--- src/core/afe_pkg.sv ---
package afe_pkg;
   localparam int             NUM_CH         = 4;
   localparam int             ADDR_W         = 5;
   localparam int             DATA_W         = 24;
   localparam int             GAIN_W         = 3;
   localparam int             DELAY_W        = 12;
   // register offsets
   localparam logic [4:0]     ADDR_CH_FIRST  = 5'h00;
   localparam logic [4:0]     ADDR_CH_LAST   = 5'h03;
   localparam logic [4:0]     ADDR_CFG_FIRST = 5'h08;
   localparam logic [4:0]     ADDR_DELAY     = 5'h0a;
   localparam logic [4:0]     ADDR_GAIN      = 5'h0b;
   localparam logic [4:0]     ADDR_STATUS    = 5'h0c;
   localparam logic [4:0]     ADDR_CAL_LAST  = 5'h16;
   localparam logic [4:0]     ADDR_LOCK      = 5'h1f;
   // field positions
   localparam int             PAIR23_LSB     = 12;
   localparam int             PAIR01_LSB     = 0;
   localparam int             RD_INC_LSB     = 22;
   localparam int             WR_INC_BIT     = 21;
   localparam int             IDLE_DRV_BIT   = 20;
   localparam int             MERGE_BIT      = 19;
   localparam int             CRC_WIDE_BIT   = 18;
   localparam int             DWIDTH_LSB     = 16;
   localparam int             LINK_CRC_BIT   = 15;
   localparam int             INT_EN_BIT     = 14;
   localparam int             FLAGS_LSB      = 0;
   // reset values
   localparam logic [23:0]    DELAY_RST      = 24'h000000;
   localparam logic [11:0]    GAIN_RST       = 12'h000;
   localparam logic [23:0]    STATUS_RST     = 24'ha9000f;
   localparam logic [2:0]     GAIN_MAX_CODE  = 3'h5;
   localparam logic [7:0]     UNLOCK_KEY     = 8'ha5;
   // ready pulse length in clock cycles
   localparam int             DR_PULSE_CYC   = 2;
   typedef enum logic [1:0] {
      AFE_RD_SAME  = 2'h0,
      AFE_RD_GROUP = 2'h1,
      AFE_RD_TYPE  = 2'h2,
      AFE_RD_ALL   = 2'h3
   } afe_rd_mode_type;
endpackage

--- src/core/afe_addr_if.sv ---
`timescale 1ns/100ps
interface afe_addr_if;
   logic [4:0]              cur_addr;
   logic                    is_write;
   afe_pkg::afe_rd_mode_type read_mode;
   logic                    write_inc;
   logic [4:0]              next_addr;
   modport seq  (input cur_addr, input is_write, input read_mode, input write_inc, output next_addr);
   modport regs (output cur_addr, output is_write, output read_mode, output write_inc, input next_addr);
endinterface

--- src/core/afe_addr_seq.sv ---
`timescale 1ns/100ps
module afe_addr_seq (
   afe_addr_if.seq a
);
   logic [4:0] first;
   logic [4:0] last;

   always_comb begin
      first = a.cur_addr;
      last  = a.cur_addr;
      if (a.is_write) begin
         if (a.write_inc) begin
            first = afe_pkg::ADDR_CFG_FIRST;
            last  = afe_pkg::ADDR_LOCK;
         end
      end else begin
         case (a.read_mode)
            afe_pkg::AFE_RD_ALL: begin
               first = afe_pkg::ADDR_CH_FIRST;
               last  = afe_pkg::ADDR_LOCK;
            end
            afe_pkg::AFE_RD_TYPE: begin
               if (a.cur_addr <= afe_pkg::ADDR_CH_LAST) begin
                  first = afe_pkg::ADDR_CH_FIRST;
                  last  = afe_pkg::ADDR_CH_LAST;
               end else begin
                  first = afe_pkg::ADDR_CFG_FIRST;
                  last  = afe_pkg::ADDR_LOCK;
               end
            end
            afe_pkg::AFE_RD_GROUP: begin
               if (a.cur_addr <= afe_pkg::ADDR_CH_LAST) begin
                  first = {a.cur_addr[4:1], 1'b0};
                  last  = {a.cur_addr[4:1], 1'b1};
               end else if (a.cur_addr <= afe_pkg::ADDR_STATUS) begin
                  first = afe_pkg::ADDR_CFG_FIRST;
                  last  = afe_pkg::ADDR_STATUS;
               end else if (a.cur_addr <= afe_pkg::ADDR_CAL_LAST) begin
                  first = a.cur_addr[0] ? a.cur_addr : 5'(a.cur_addr - 5'h01);
                  last  = a.cur_addr[0] ? 5'(a.cur_addr + 5'h01) : a.cur_addr;
               end
            end
            default: begin
               first = a.cur_addr;
               last  = a.cur_addr;
            end
         endcase
      end
      if (a.cur_addr == last) begin
         a.next_addr = first;
      end else if (a.cur_addr == afe_pkg::ADDR_CAL_LAST) begin
         a.next_addr = afe_pkg::ADDR_LOCK;
      end else if (a.cur_addr == afe_pkg::ADDR_CH_LAST) begin
         a.next_addr = afe_pkg::ADDR_CFG_FIRST;
      end else begin
         a.next_addr = 5'(a.cur_addr + 5'h01);
      end
   end
endmodule // afe_addr_seq

--- src/core/afe_cfg_regs.sv ---
`timescale 1ns/100ps
// Operation
// - delay write restarts all active converter channels
// - bits 23:12 hold pair 2/3 delay
// - bits 11:0 hold pair 0/1 delay
// - gain codes 0-5 map, 6-7 give one
// - read increment mode selects address looping
// - write increment loops writable map or holds
// - idle ready pin drives high or floats
// - merged mode: one pulse at last channel
// - unmerged mode: pulse per channel event
// - checksum width bit selects 16/32-bit word
// - data width code selects sample format
// - link checksum enable appends CRC-16
// - checksum error with interrupt holds pin low
// - lock equal to key clears interrupt
// - interrupt disabled: checksum mismatch raises nothing
// - ready flags low when ready, reset high
// - only status read sets flags back
// - unimplemented bits read zero, ignore writes
// - merged mode latches all active channel data together
module afe_cfg_regs #(
   parameter int PULSE_CYC = afe_pkg::DR_PULSE_CYC
) (
   input  wire logic        MCLK_I,
   input  wire logic        SYS_RST_I,
   input  wire logic [4:0]  REG_ADDR_I,
   input  wire logic        REG_WR_I,
   input  wire logic [23:0] REG_WDATA_I,
   input  wire logic        REG_RD_I,
   input  wire logic [3:0]  CONV_DONE_I,
   input  wire logic [3:0]  CH_ACTIVE_I,
   input  wire logic        CFG_CRC_ERR_I,
   input  wire logic [7:0]  LOCK_VALUE_I,
   output logic      [23:0] REG_RDATA_O,
   output logic      [4:0]  NEXT_ADDR_O,
   output logic      [11:0] PAIR23_DELAY_CODE_O,
   output logic      [11:0] PAIR01_DELAY_CODE_O,
   output logic      [11:0] CHANNEL_GAIN_CODE_O,
   output logic      [11:0] GAIN_SHIFT_O,
   output logic      [1:0]  READ_INC_MODE_O,
   output logic             WRITE_INC_O,
   output logic             CRC_WIDE_O,
   output logic      [1:0]  DATA_WIDTH_O,
   output logic             LINK_CHECKSUM_ENABLE_O,
   output logic      [3:0]  CHANNEL_READY_FLAGS_O,
   output logic      [3:0]  CH_RESTART_O,
   output logic      [3:0]  DATA_LATCH_O,
   output logic             CRC_INT_O,
   output logic             READY_PIN_O,
   output logic             READY_PIN_OE_O
);

   localparam int CNT_W = $clog2(PULSE_CYC + 1);

   if (PULSE_CYC < 1) begin : g_chk
      $error("PULSE_CYC must be at least one");
   end

   typedef struct packed {
      logic [23:0]      delay;
      logic [11:0]      gain;
      logic [11:0]      gain_shift;
      logic [1:0]       read_mode;
      logic             write_inc;
      logic             idle_drive;
      logic             merge;
      logic             crc_wide;
      logic [1:0]       data_width;
      logic             link_crc;
      logic             int_en;
      logic [3:0]       flags;
      logic [3:0]       pending;
      logic [CNT_W-1:0] pulse_cnt;
      logic             crc_int;
      logic [3:0]       restart;
      logic [3:0]       latch;
      logic [23:0]      rdata;
      logic [4:0]       next_addr;
      logic             pin_out;
      logic             pin_oe;
   } afe_state_type;

   afe_state_type q;
   afe_state_type d;
   afe_addr_if    addr_bus ();

   logic          rd_status;
   logic          wr_delay;
   logic          fire;
   logic [3:0]    pend_n;
   logic          pin_low;

   assign addr_bus.cur_addr  = REG_ADDR_I;
   assign addr_bus.is_write  = REG_WR_I;
   assign addr_bus.read_mode = afe_pkg::afe_rd_mode_type'(q.read_mode);
   assign addr_bus.write_inc = q.write_inc;

   afe_addr_seq u_seq (
      .a (addr_bus.seq)
   );

   always_comb begin
      d          = q;
      d.restart  = 4'h0;
      d.latch    = 4'h0;
      rd_status  = REG_RD_I && (REG_ADDR_I == afe_pkg::ADDR_STATUS);
      wr_delay   = REG_WR_I && (REG_ADDR_I == afe_pkg::ADDR_DELAY);
      fire       = 1'b0;
      pend_n     = q.pending | CONV_DONE_I;
      pin_low    = 1'b0;

      // register writes, unimplemented bits dropped
      if (REG_WR_I) begin
         case (REG_ADDR_I)
            afe_pkg::ADDR_DELAY: begin
               d.delay = REG_WDATA_I;
            end
            afe_pkg::ADDR_GAIN: begin
               d.gain = REG_WDATA_I[11:0];
            end
            afe_pkg::ADDR_STATUS: begin
               d.read_mode  = REG_WDATA_I[afe_pkg::RD_INC_LSB +: 2];
               d.write_inc  = REG_WDATA_I[afe_pkg::WR_INC_BIT];
               d.idle_drive = REG_WDATA_I[afe_pkg::IDLE_DRV_BIT];
               d.merge      = REG_WDATA_I[afe_pkg::MERGE_BIT];
               d.crc_wide   = REG_WDATA_I[afe_pkg::CRC_WIDE_BIT];
               d.data_width = REG_WDATA_I[afe_pkg::DWIDTH_LSB +: 2];
               d.link_crc   = REG_WDATA_I[afe_pkg::LINK_CRC_BIT];
               d.int_en     = REG_WDATA_I[afe_pkg::INT_EN_BIT];
            end
            default: begin
               d.delay = q.delay;
            end
         endcase
      end

      // gain decode, reserved codes act as gain one
      for (int c = 0; c < afe_pkg::NUM_CH; c++) begin
         if (d.gain[c*3 +: 3] <= afe_pkg::GAIN_MAX_CODE) begin
            d.gain_shift[c*3 +: 3] = d.gain[c*3 +: 3];
         end else begin
            d.gain_shift[c*3 +: 3] = 3'h0;
         end
      end

      // restart active channels on delay write
      if (wr_delay) begin
         d.restart = CH_ACTIVE_I;
         d.pending = 4'h0;
      end else if (q.merge) begin
         if ((CH_ACTIVE_I != 4'h0) && ((pend_n & CH_ACTIVE_I) == CH_ACTIVE_I)) begin
            fire      = 1'b1;
            d.latch   = CH_ACTIVE_I;
            d.pending = 4'h0;
         end else begin
            d.pending = pend_n;
         end
      end else begin
         fire      = |CONV_DONE_I;
         d.latch   = CONV_DONE_I;
         d.pending = 4'h0;
      end

      // status read sets flags, a same-cycle event wins
      if (rd_status) begin
         d.flags = 4'hf;
      end
      d.flags = d.flags & ~CONV_DONE_I;

      // ready pulse counter
      if (fire) begin
         d.pulse_cnt = CNT_W'(PULSE_CYC);
      end else if (q.pulse_cnt != '0) begin
         d.pulse_cnt = CNT_W'(q.pulse_cnt - 1'b1);
      end

      // checksum interrupt, set wins over key clear
      if (LOCK_VALUE_I == afe_pkg::UNLOCK_KEY) begin
         d.crc_int = 1'b0;
      end
      if (q.int_en && CFG_CRC_ERR_I) begin
         d.crc_int = 1'b1;
      end

      // ready pin drive
      pin_low  = d.crc_int || (d.pulse_cnt != '0);
      d.pin_out = ~pin_low;
      d.pin_oe  = pin_low || d.idle_drive;

      // read data, zero for unimplemented bits
      if (REG_RD_I) begin
         case (REG_ADDR_I)
            afe_pkg::ADDR_DELAY: begin
               d.rdata = q.delay;
            end
            afe_pkg::ADDR_GAIN: begin
               d.rdata = {12'h000, q.gain};
            end
            afe_pkg::ADDR_STATUS: begin
               d.rdata = {q.read_mode, q.write_inc, q.idle_drive, q.merge, q.crc_wide,
                          q.data_width, q.link_crc, q.int_en, 10'h000, q.flags};
            end
            default: begin
               d.rdata = 24'h000000;
            end
         endcase
      end

      if (REG_RD_I || REG_WR_I) begin
         d.next_addr = addr_bus.next_addr;
      end
   end

   always_ff @(posedge MCLK_I or posedge SYS_RST_I) begin
      if (SYS_RST_I) begin
         q            <= '0;
         q.delay      <= afe_pkg::DELAY_RST;
         q.gain       <= afe_pkg::GAIN_RST;
         q.read_mode  <= afe_pkg::STATUS_RST[afe_pkg::RD_INC_LSB +: 2];
         q.write_inc  <= afe_pkg::STATUS_RST[afe_pkg::WR_INC_BIT];
         q.idle_drive <= afe_pkg::STATUS_RST[afe_pkg::IDLE_DRV_BIT];
         q.merge      <= afe_pkg::STATUS_RST[afe_pkg::MERGE_BIT];
         q.crc_wide   <= afe_pkg::STATUS_RST[afe_pkg::CRC_WIDE_BIT];
         q.data_width <= afe_pkg::STATUS_RST[afe_pkg::DWIDTH_LSB +: 2];
         q.flags      <= afe_pkg::STATUS_RST[afe_pkg::FLAGS_LSB +: 4];
         q.pin_out    <= 1'b1;
      end else begin
         q <= d;
      end
   end

   assign REG_RDATA_O            = q.rdata;
   assign NEXT_ADDR_O            = q.next_addr;
   assign PAIR23_DELAY_CODE_O    = q.delay[afe_pkg::PAIR23_LSB +: afe_pkg::DELAY_W];
   assign PAIR01_DELAY_CODE_O    = q.delay[afe_pkg::PAIR01_LSB +: afe_pkg::DELAY_W];
   assign CHANNEL_GAIN_CODE_O    = q.gain;
   assign GAIN_SHIFT_O           = q.gain_shift;
   assign READ_INC_MODE_O        = q.read_mode;
   assign WRITE_INC_O            = q.write_inc;
   assign CRC_WIDE_O             = q.crc_wide;
   assign DATA_WIDTH_O           = q.data_width;
   assign LINK_CHECKSUM_ENABLE_O = q.link_crc;
   assign CHANNEL_READY_FLAGS_O  = q.flags;
   assign CH_RESTART_O           = q.restart;
   assign DATA_LATCH_O           = q.latch;
   assign CRC_INT_O              = q.crc_int;
   assign READY_PIN_O            = q.pin_out;
   assign READY_PIN_OE_O         = q.pin_oe;

endmodule // afe_cfg_regs

--- config.mk ---
export PLATFORM = sky130hd
export DESIGN_NAME = afe_cfg_regs
export DESIGN_NICKNAME = d
export VERILOG_FILES = /design/src/core/afe_pkg.sv /design/src/core/afe_addr_if.sv /design/src/core/afe_addr_seq.sv /design/src/core/afe_cfg_regs.sv
export SDC_FILE = /design/constraint.sdc
export NUM_CORES = 1
export LEC_CHECK = 0
export BUFFER_PORTS_ARGS = -buffer_cell sky130_fd_sc_hd__buf_2
export CORE_ASPECT_RATIO = 1.75
export CORE_UTILIZATION = 58
export DETAILED_ROUTE_END_ITERATION = 10
export HOLD_SLACK_MARGIN = 0.06
export PLACE_DENSITY = 0.87
export SYNTH_ARGS = -nofsm -noshare
export SYNTH_HDL_FRONTEND = slang
export SYNTH_HIERARCHICAL = 1
export SYNTH_SLANG_ARGS = --single-unit
--- constraint.sdc ---
create_clock -name MCLK_I -period 5.3 [get_ports MCLK_I]
set_input_delay 1.06 -clock MCLK_I [delete_from_list [all_inputs] [get_ports MCLK_I]]
set_output_delay 1.06 -clock MCLK_I [all_outputs]
set_load 0.02 [all_outputs]
==> results.py <==
metrics = {
    "run_status": {
        "status": "finished, final reports clean",
    },
    "logic_synthesis": {
        "synthAdderAreaFrac_pct": 0.434,
        "yosysWarningCount": 6,
        "synth_xor_area_share_pct": 0.152,
        "synth_edf_count": 0,
        "yosys.area_share.simple_pct": 15.5,
        "ys_ff_latch": 108,
        "synthFlopType": "dfrtp_1",
        "syn_nets": 640,
        "synthCells": 588,
        "yosysSeqAreaShare_pct": 47.1,
        "avgSynthCellArea_um2": 9.80,
        "async_flop_share_pct": 100,
        "ys_types": 59,
        "synth_top_family_by_area": "buffers and inverters",
        "synth-compound-area-share_pct": 12.0,
        "synth.cell_area_um2": 5760,
        "synthMuxAreaShare_pct": 8.64,
    },
    "layout": {
        "num-fill-cells": 753,
        "drive_gt1_share_pct": 36.1,
        "finish.utilization_pct": 64.3,
        "num_antenna_cells": 0,
        "area_growth_pct": 6.86,
        "nets": 682,
        "postLayoutCellArea_um2": 6160,
        "instances_no_fill": 757,
    },
    "setup_path": {
        "path_cells": "buf_2 -> buf_4 -> ha_1 -> nand2_1 -> or4b_1 -> a21oi_1 -> and3b_1 -> nand3_4 -> mux2_4 -> mux2_2",
        "r2r_slack_ns": 2.79,
        "r2r_start": "READ_INC_MODE_O[0]",
        "end_kind": "flop",
        "r2r_cells": 7,
        "critPathLaunchType": "primary input",
        "cp-endpoint": "NEXT_ADDR_O[0]",
        "cp-startpoint": "REG_ADDR_I[0]",
        "crit_slowest_cell": "or4b_1",
        "worstPathArrival_ns": 3.57,
        "crit_required_ns": 5.52,
        "crit_type": "in2reg",
        "r2r_end": "NEXT_ADDR_O[0]",
        "crit_fanout": 27,
        "slowest_delay_ns": 0.51,
    },
    "placement": {
        "place.gp.congestion": 0.873,
        "place_ws_ns": 1.65,
        "port_buffers": 148,
        "dp.cells": 741,
        "placed_cell_area_um2": 5880,
        "hpwlAfterDp_mm": 9.65,
    },
    "drt": {
        "firstDrtPassIters": 5,
        "avgViaCountPerCell": 5.84,
        "detail-route-antenna-nets": 0,
        "drc": 0,
        "via_count": 4420,
        "wl_mm": 13.5,
        "wl_per_cell_um": 17.9,
        "drtIter0Drc": 290,
    },
    "cts": {
        "clockBufferDepth": 2,
        "cts_buffers": 9,
        "clk_pin_slew_ns": 0.07,
        "clk_latency_ns": 0.34,
        "postCtsHoldBufs": 0,
        "cts_tree": "yes",
        "root_buffer": "clkbuf_16",
        "postCtsSetupBuffers": 0,
        "cts_resized": 0,
        "h-tree-depth": 3,
        "cts.sinks": 108,
    },
    "floorplan": {
        "die_h_um": 134,
        "start_util_pct": 60.1,
        "rows": 47,
        "dieArea_um2": 10400,
        "io_pins": 149,
        "die_w_um": 77.4,
        "core_area_um2": 9590,
    },
    "power_and_ir_drop": {
        "power_leakage_nw": 3.12,
        "powerDensity_nw_per_um2": 358,
        "ir_drop_mv": 0.287,
        "power.total_mw": 2.21,
    },
    "global_routing": {
        "grt_start_max_net_pins": 68,
        "grt_pass1_vias": 4595,
        "grtUsageTotal_pct": 27.4,
        "grt_pass1_wl_mm": 22.0,
        "antenna_found_initial": 0,
        "overflow": 0,
    },
    "sta": {
        "finalHoldViolCount": 0,
        "fin_setup_tns_ns": 0,
        "slew_violations": 0,
        "skew_ns": 0.00568,
        "worst_slack_ns": 1.95,
        "fmax_mhz": 298,
        "whs_ns": 0.496,
        "grt_setup_unrepaired": "no",
        "timing.final.crit_share_pct": 63.3,
        "slew_headroom_pct": 22.5,
        "min_period_ns": 3.35,
        "setup_violations": 0,
        "worstMarginPinSlew_ns": 1.16,
    },
    "min_path": {
        "worstHoldPathType": "reg2reg",
    },
    "job": {
        "maxCapViolCount": 0,
    },
}
-- where the power goes --
group | internal (mW) | switching [mW] | leakage, nW
Clock | 0.334 | 0.294 | 0.133
Sequential | 0.941 | 0.0891 | 1.38
Combinational | 0.215 | 0.334 | 1.61
Total | 1.49 | 0.717 | 3.12
-- cell usage after synthesis (all sizes together) (2+ instances only) --
master	number	share of area (%)
a211o	2	0.30
a21o	2	0.26
a21oi	19	1.6
a22o	5	0.76
a22oi	14	1.8
a31oi	4	0.43
and2	4	0.43
and3	3	0.33
and3b	2	0.30
buf	101	13
clkbuf	21	1.4
dfrtp	99	43
dfstp	9	4.1
ha	2	0.43
inv	26	1.7
mux2	40	7.9
mux2i	4	0.69
nand2	86	5.7
nand2b	6	0.65
nand3	17	1.7
nand4bb	3	0.59
nor2	26	1.7
nor2b	10	1.1
nor3	10	0.96
nor3b	2	0.26
nor4	2	0.22
o211a	4	0.69
o21a	2	0.26
o21ai	24	2.1
o22ai	15	1.6
o31ai	3	0.39
or2	2	0.26
or4	2	0.39
-- how the worst min path moves through the flow --
stage / start / to / slack (ns) / cells after the start
final: PAIR01_DELAY_CODE_O[10] / PAIR01_DELAY_CODE_O[10] / 0.50 / 2
after global routing: PAIR01_DELAY_CODE_O[6] / PAIR01_DELAY_CODE_O[6] / 0.52 / 2
after CTS: PAIR01_DELAY_CODE_O[10] / PAIR01_DELAY_CODE_O[10] / 0.50 / 2
after detailed placement: PAIR01_DELAY_CODE_O[10] / PAIR01_DELAY_CODE_O[10] / 0.48 / 2
after global placement: PAIR01_DELAY_CODE_O[6] / PAIR01_DELAY_CODE_O[6] / 0.48 / 2
after floorplan: PAIR01_DELAY_CODE_O[0] / PAIR01_DELAY_CODE_O[0] / 0.47 / 2
-- worst max-delay path: cells and delay by family --
family / cells / cell delay (ns)
and+or+nand+nor: 4 / 0.99
muxes: 2 / 0.56
buffers and inverters: 2 / 0.42
adders and majority gates: 1 / 0.38
AOI/OAI and AO/OA: 1 / 0.16
-- layout by cell type (no fill, tap or decap), types with 2 or more instances in the layout --
| master | count |
|---|---|
| a211o_1 | 2 |
| a21o_1 | 2 |
| a21oi_1 | 19 |
| a22o_1 | 5 |
| a22oi_1 | 14 |
| a31oi_1 | 4 |
| and2_1 | 4 |
| and3_1 | 3 |
| and3b_1 | 2 |
| buf_2 | 148 |
| buf_4 | 5 |
| clkbuf_16 | 9 |
| clkinv_2 | 2 |
| clkinvlp_4 | 2 |
| dfrtp_1 | 99 |
| dfstp_2 | 9 |
| ha_1 | 2 |
| inv_1 | 25 |
| mux2_2 | 38 |
| mux2_4 | 2 |
| mux2i_1 | 4 |
| nand2_1 | 85 |
| nand2b_1 | 6 |
| nand3_1 | 16 |
| nand4bb_1 | 3 |
| nor2_1 | 25 |
| nor2b_1 | 10 |
| nor3_1 | 9 |
| nor3b_1 | 2 |
| nor4_1 | 2 |
| o211a_1 | 4 |
| o21a_1 | 2 |
| o21ai_0 | 21 |
| o21ai_1 | 2 |
| o22ai_1 | 15 |
| o31ai_1 | 3 |
| or4_4 | 2 |
-- registers in the layout, summed over array words and instances (netlist names), 4 cells and up --
signal                 flops
CHANNEL_GAIN_CODE_O       12
CHANNEL_READY_FLAGS_O      4
CH_RESTART_O               4
DATA_LATCH_O               4
GAIN_SHIFT_O              12
NEXT_ADDR_O                5
PAIR01_DELAY_CODE_O       12
PAIR23_DELAY_CODE_O       12
REG_RDATA_O               24
q                          9
-- area by class of cell --
cell class / instances / area [µm²] / share of cell area (%)
well taps: 122 / 153 / 2.48
clock inverters: 5 / 36.3 / 0.589
repair buffers: 153 / 778 / 12.6
clock buffers: 11 / 243 / 3.94
flip-flops and latches: 108 / 2710 / 44.1
multi-input cells: 332 / 2140 / 34.7
inverters: 26 / 100 / 1.63
-- logic make-up (layout without fill, tap and decap cells) --
logic type | count (synthesis) | after routing
AND/OR/NAND/NOR | 181 | 181
XOR/XNOR | 1 | 1
multiplexers | 44 | 44
buffers and inverters | 148 | 195
flip-flops | 108 | 108
adder cells (fa/ha/maj) | 2 | 2
AO/OA/AOI/OAI | 104 | 104
-- metal layers --
layer | GRT usage [%] | part of all wire (%) | up-vias
met4 | 15.8 | 4.7 | 0
met1 | 29.6 | 36 | 2128
li1 | - | - | 2001
met2 | 49.0 | 53 | 238
met3 | 5.58 | 6.4 | 53
met5 | 0 | 0 | -
No activity file was read; power rests on OpenSTA's default activity.
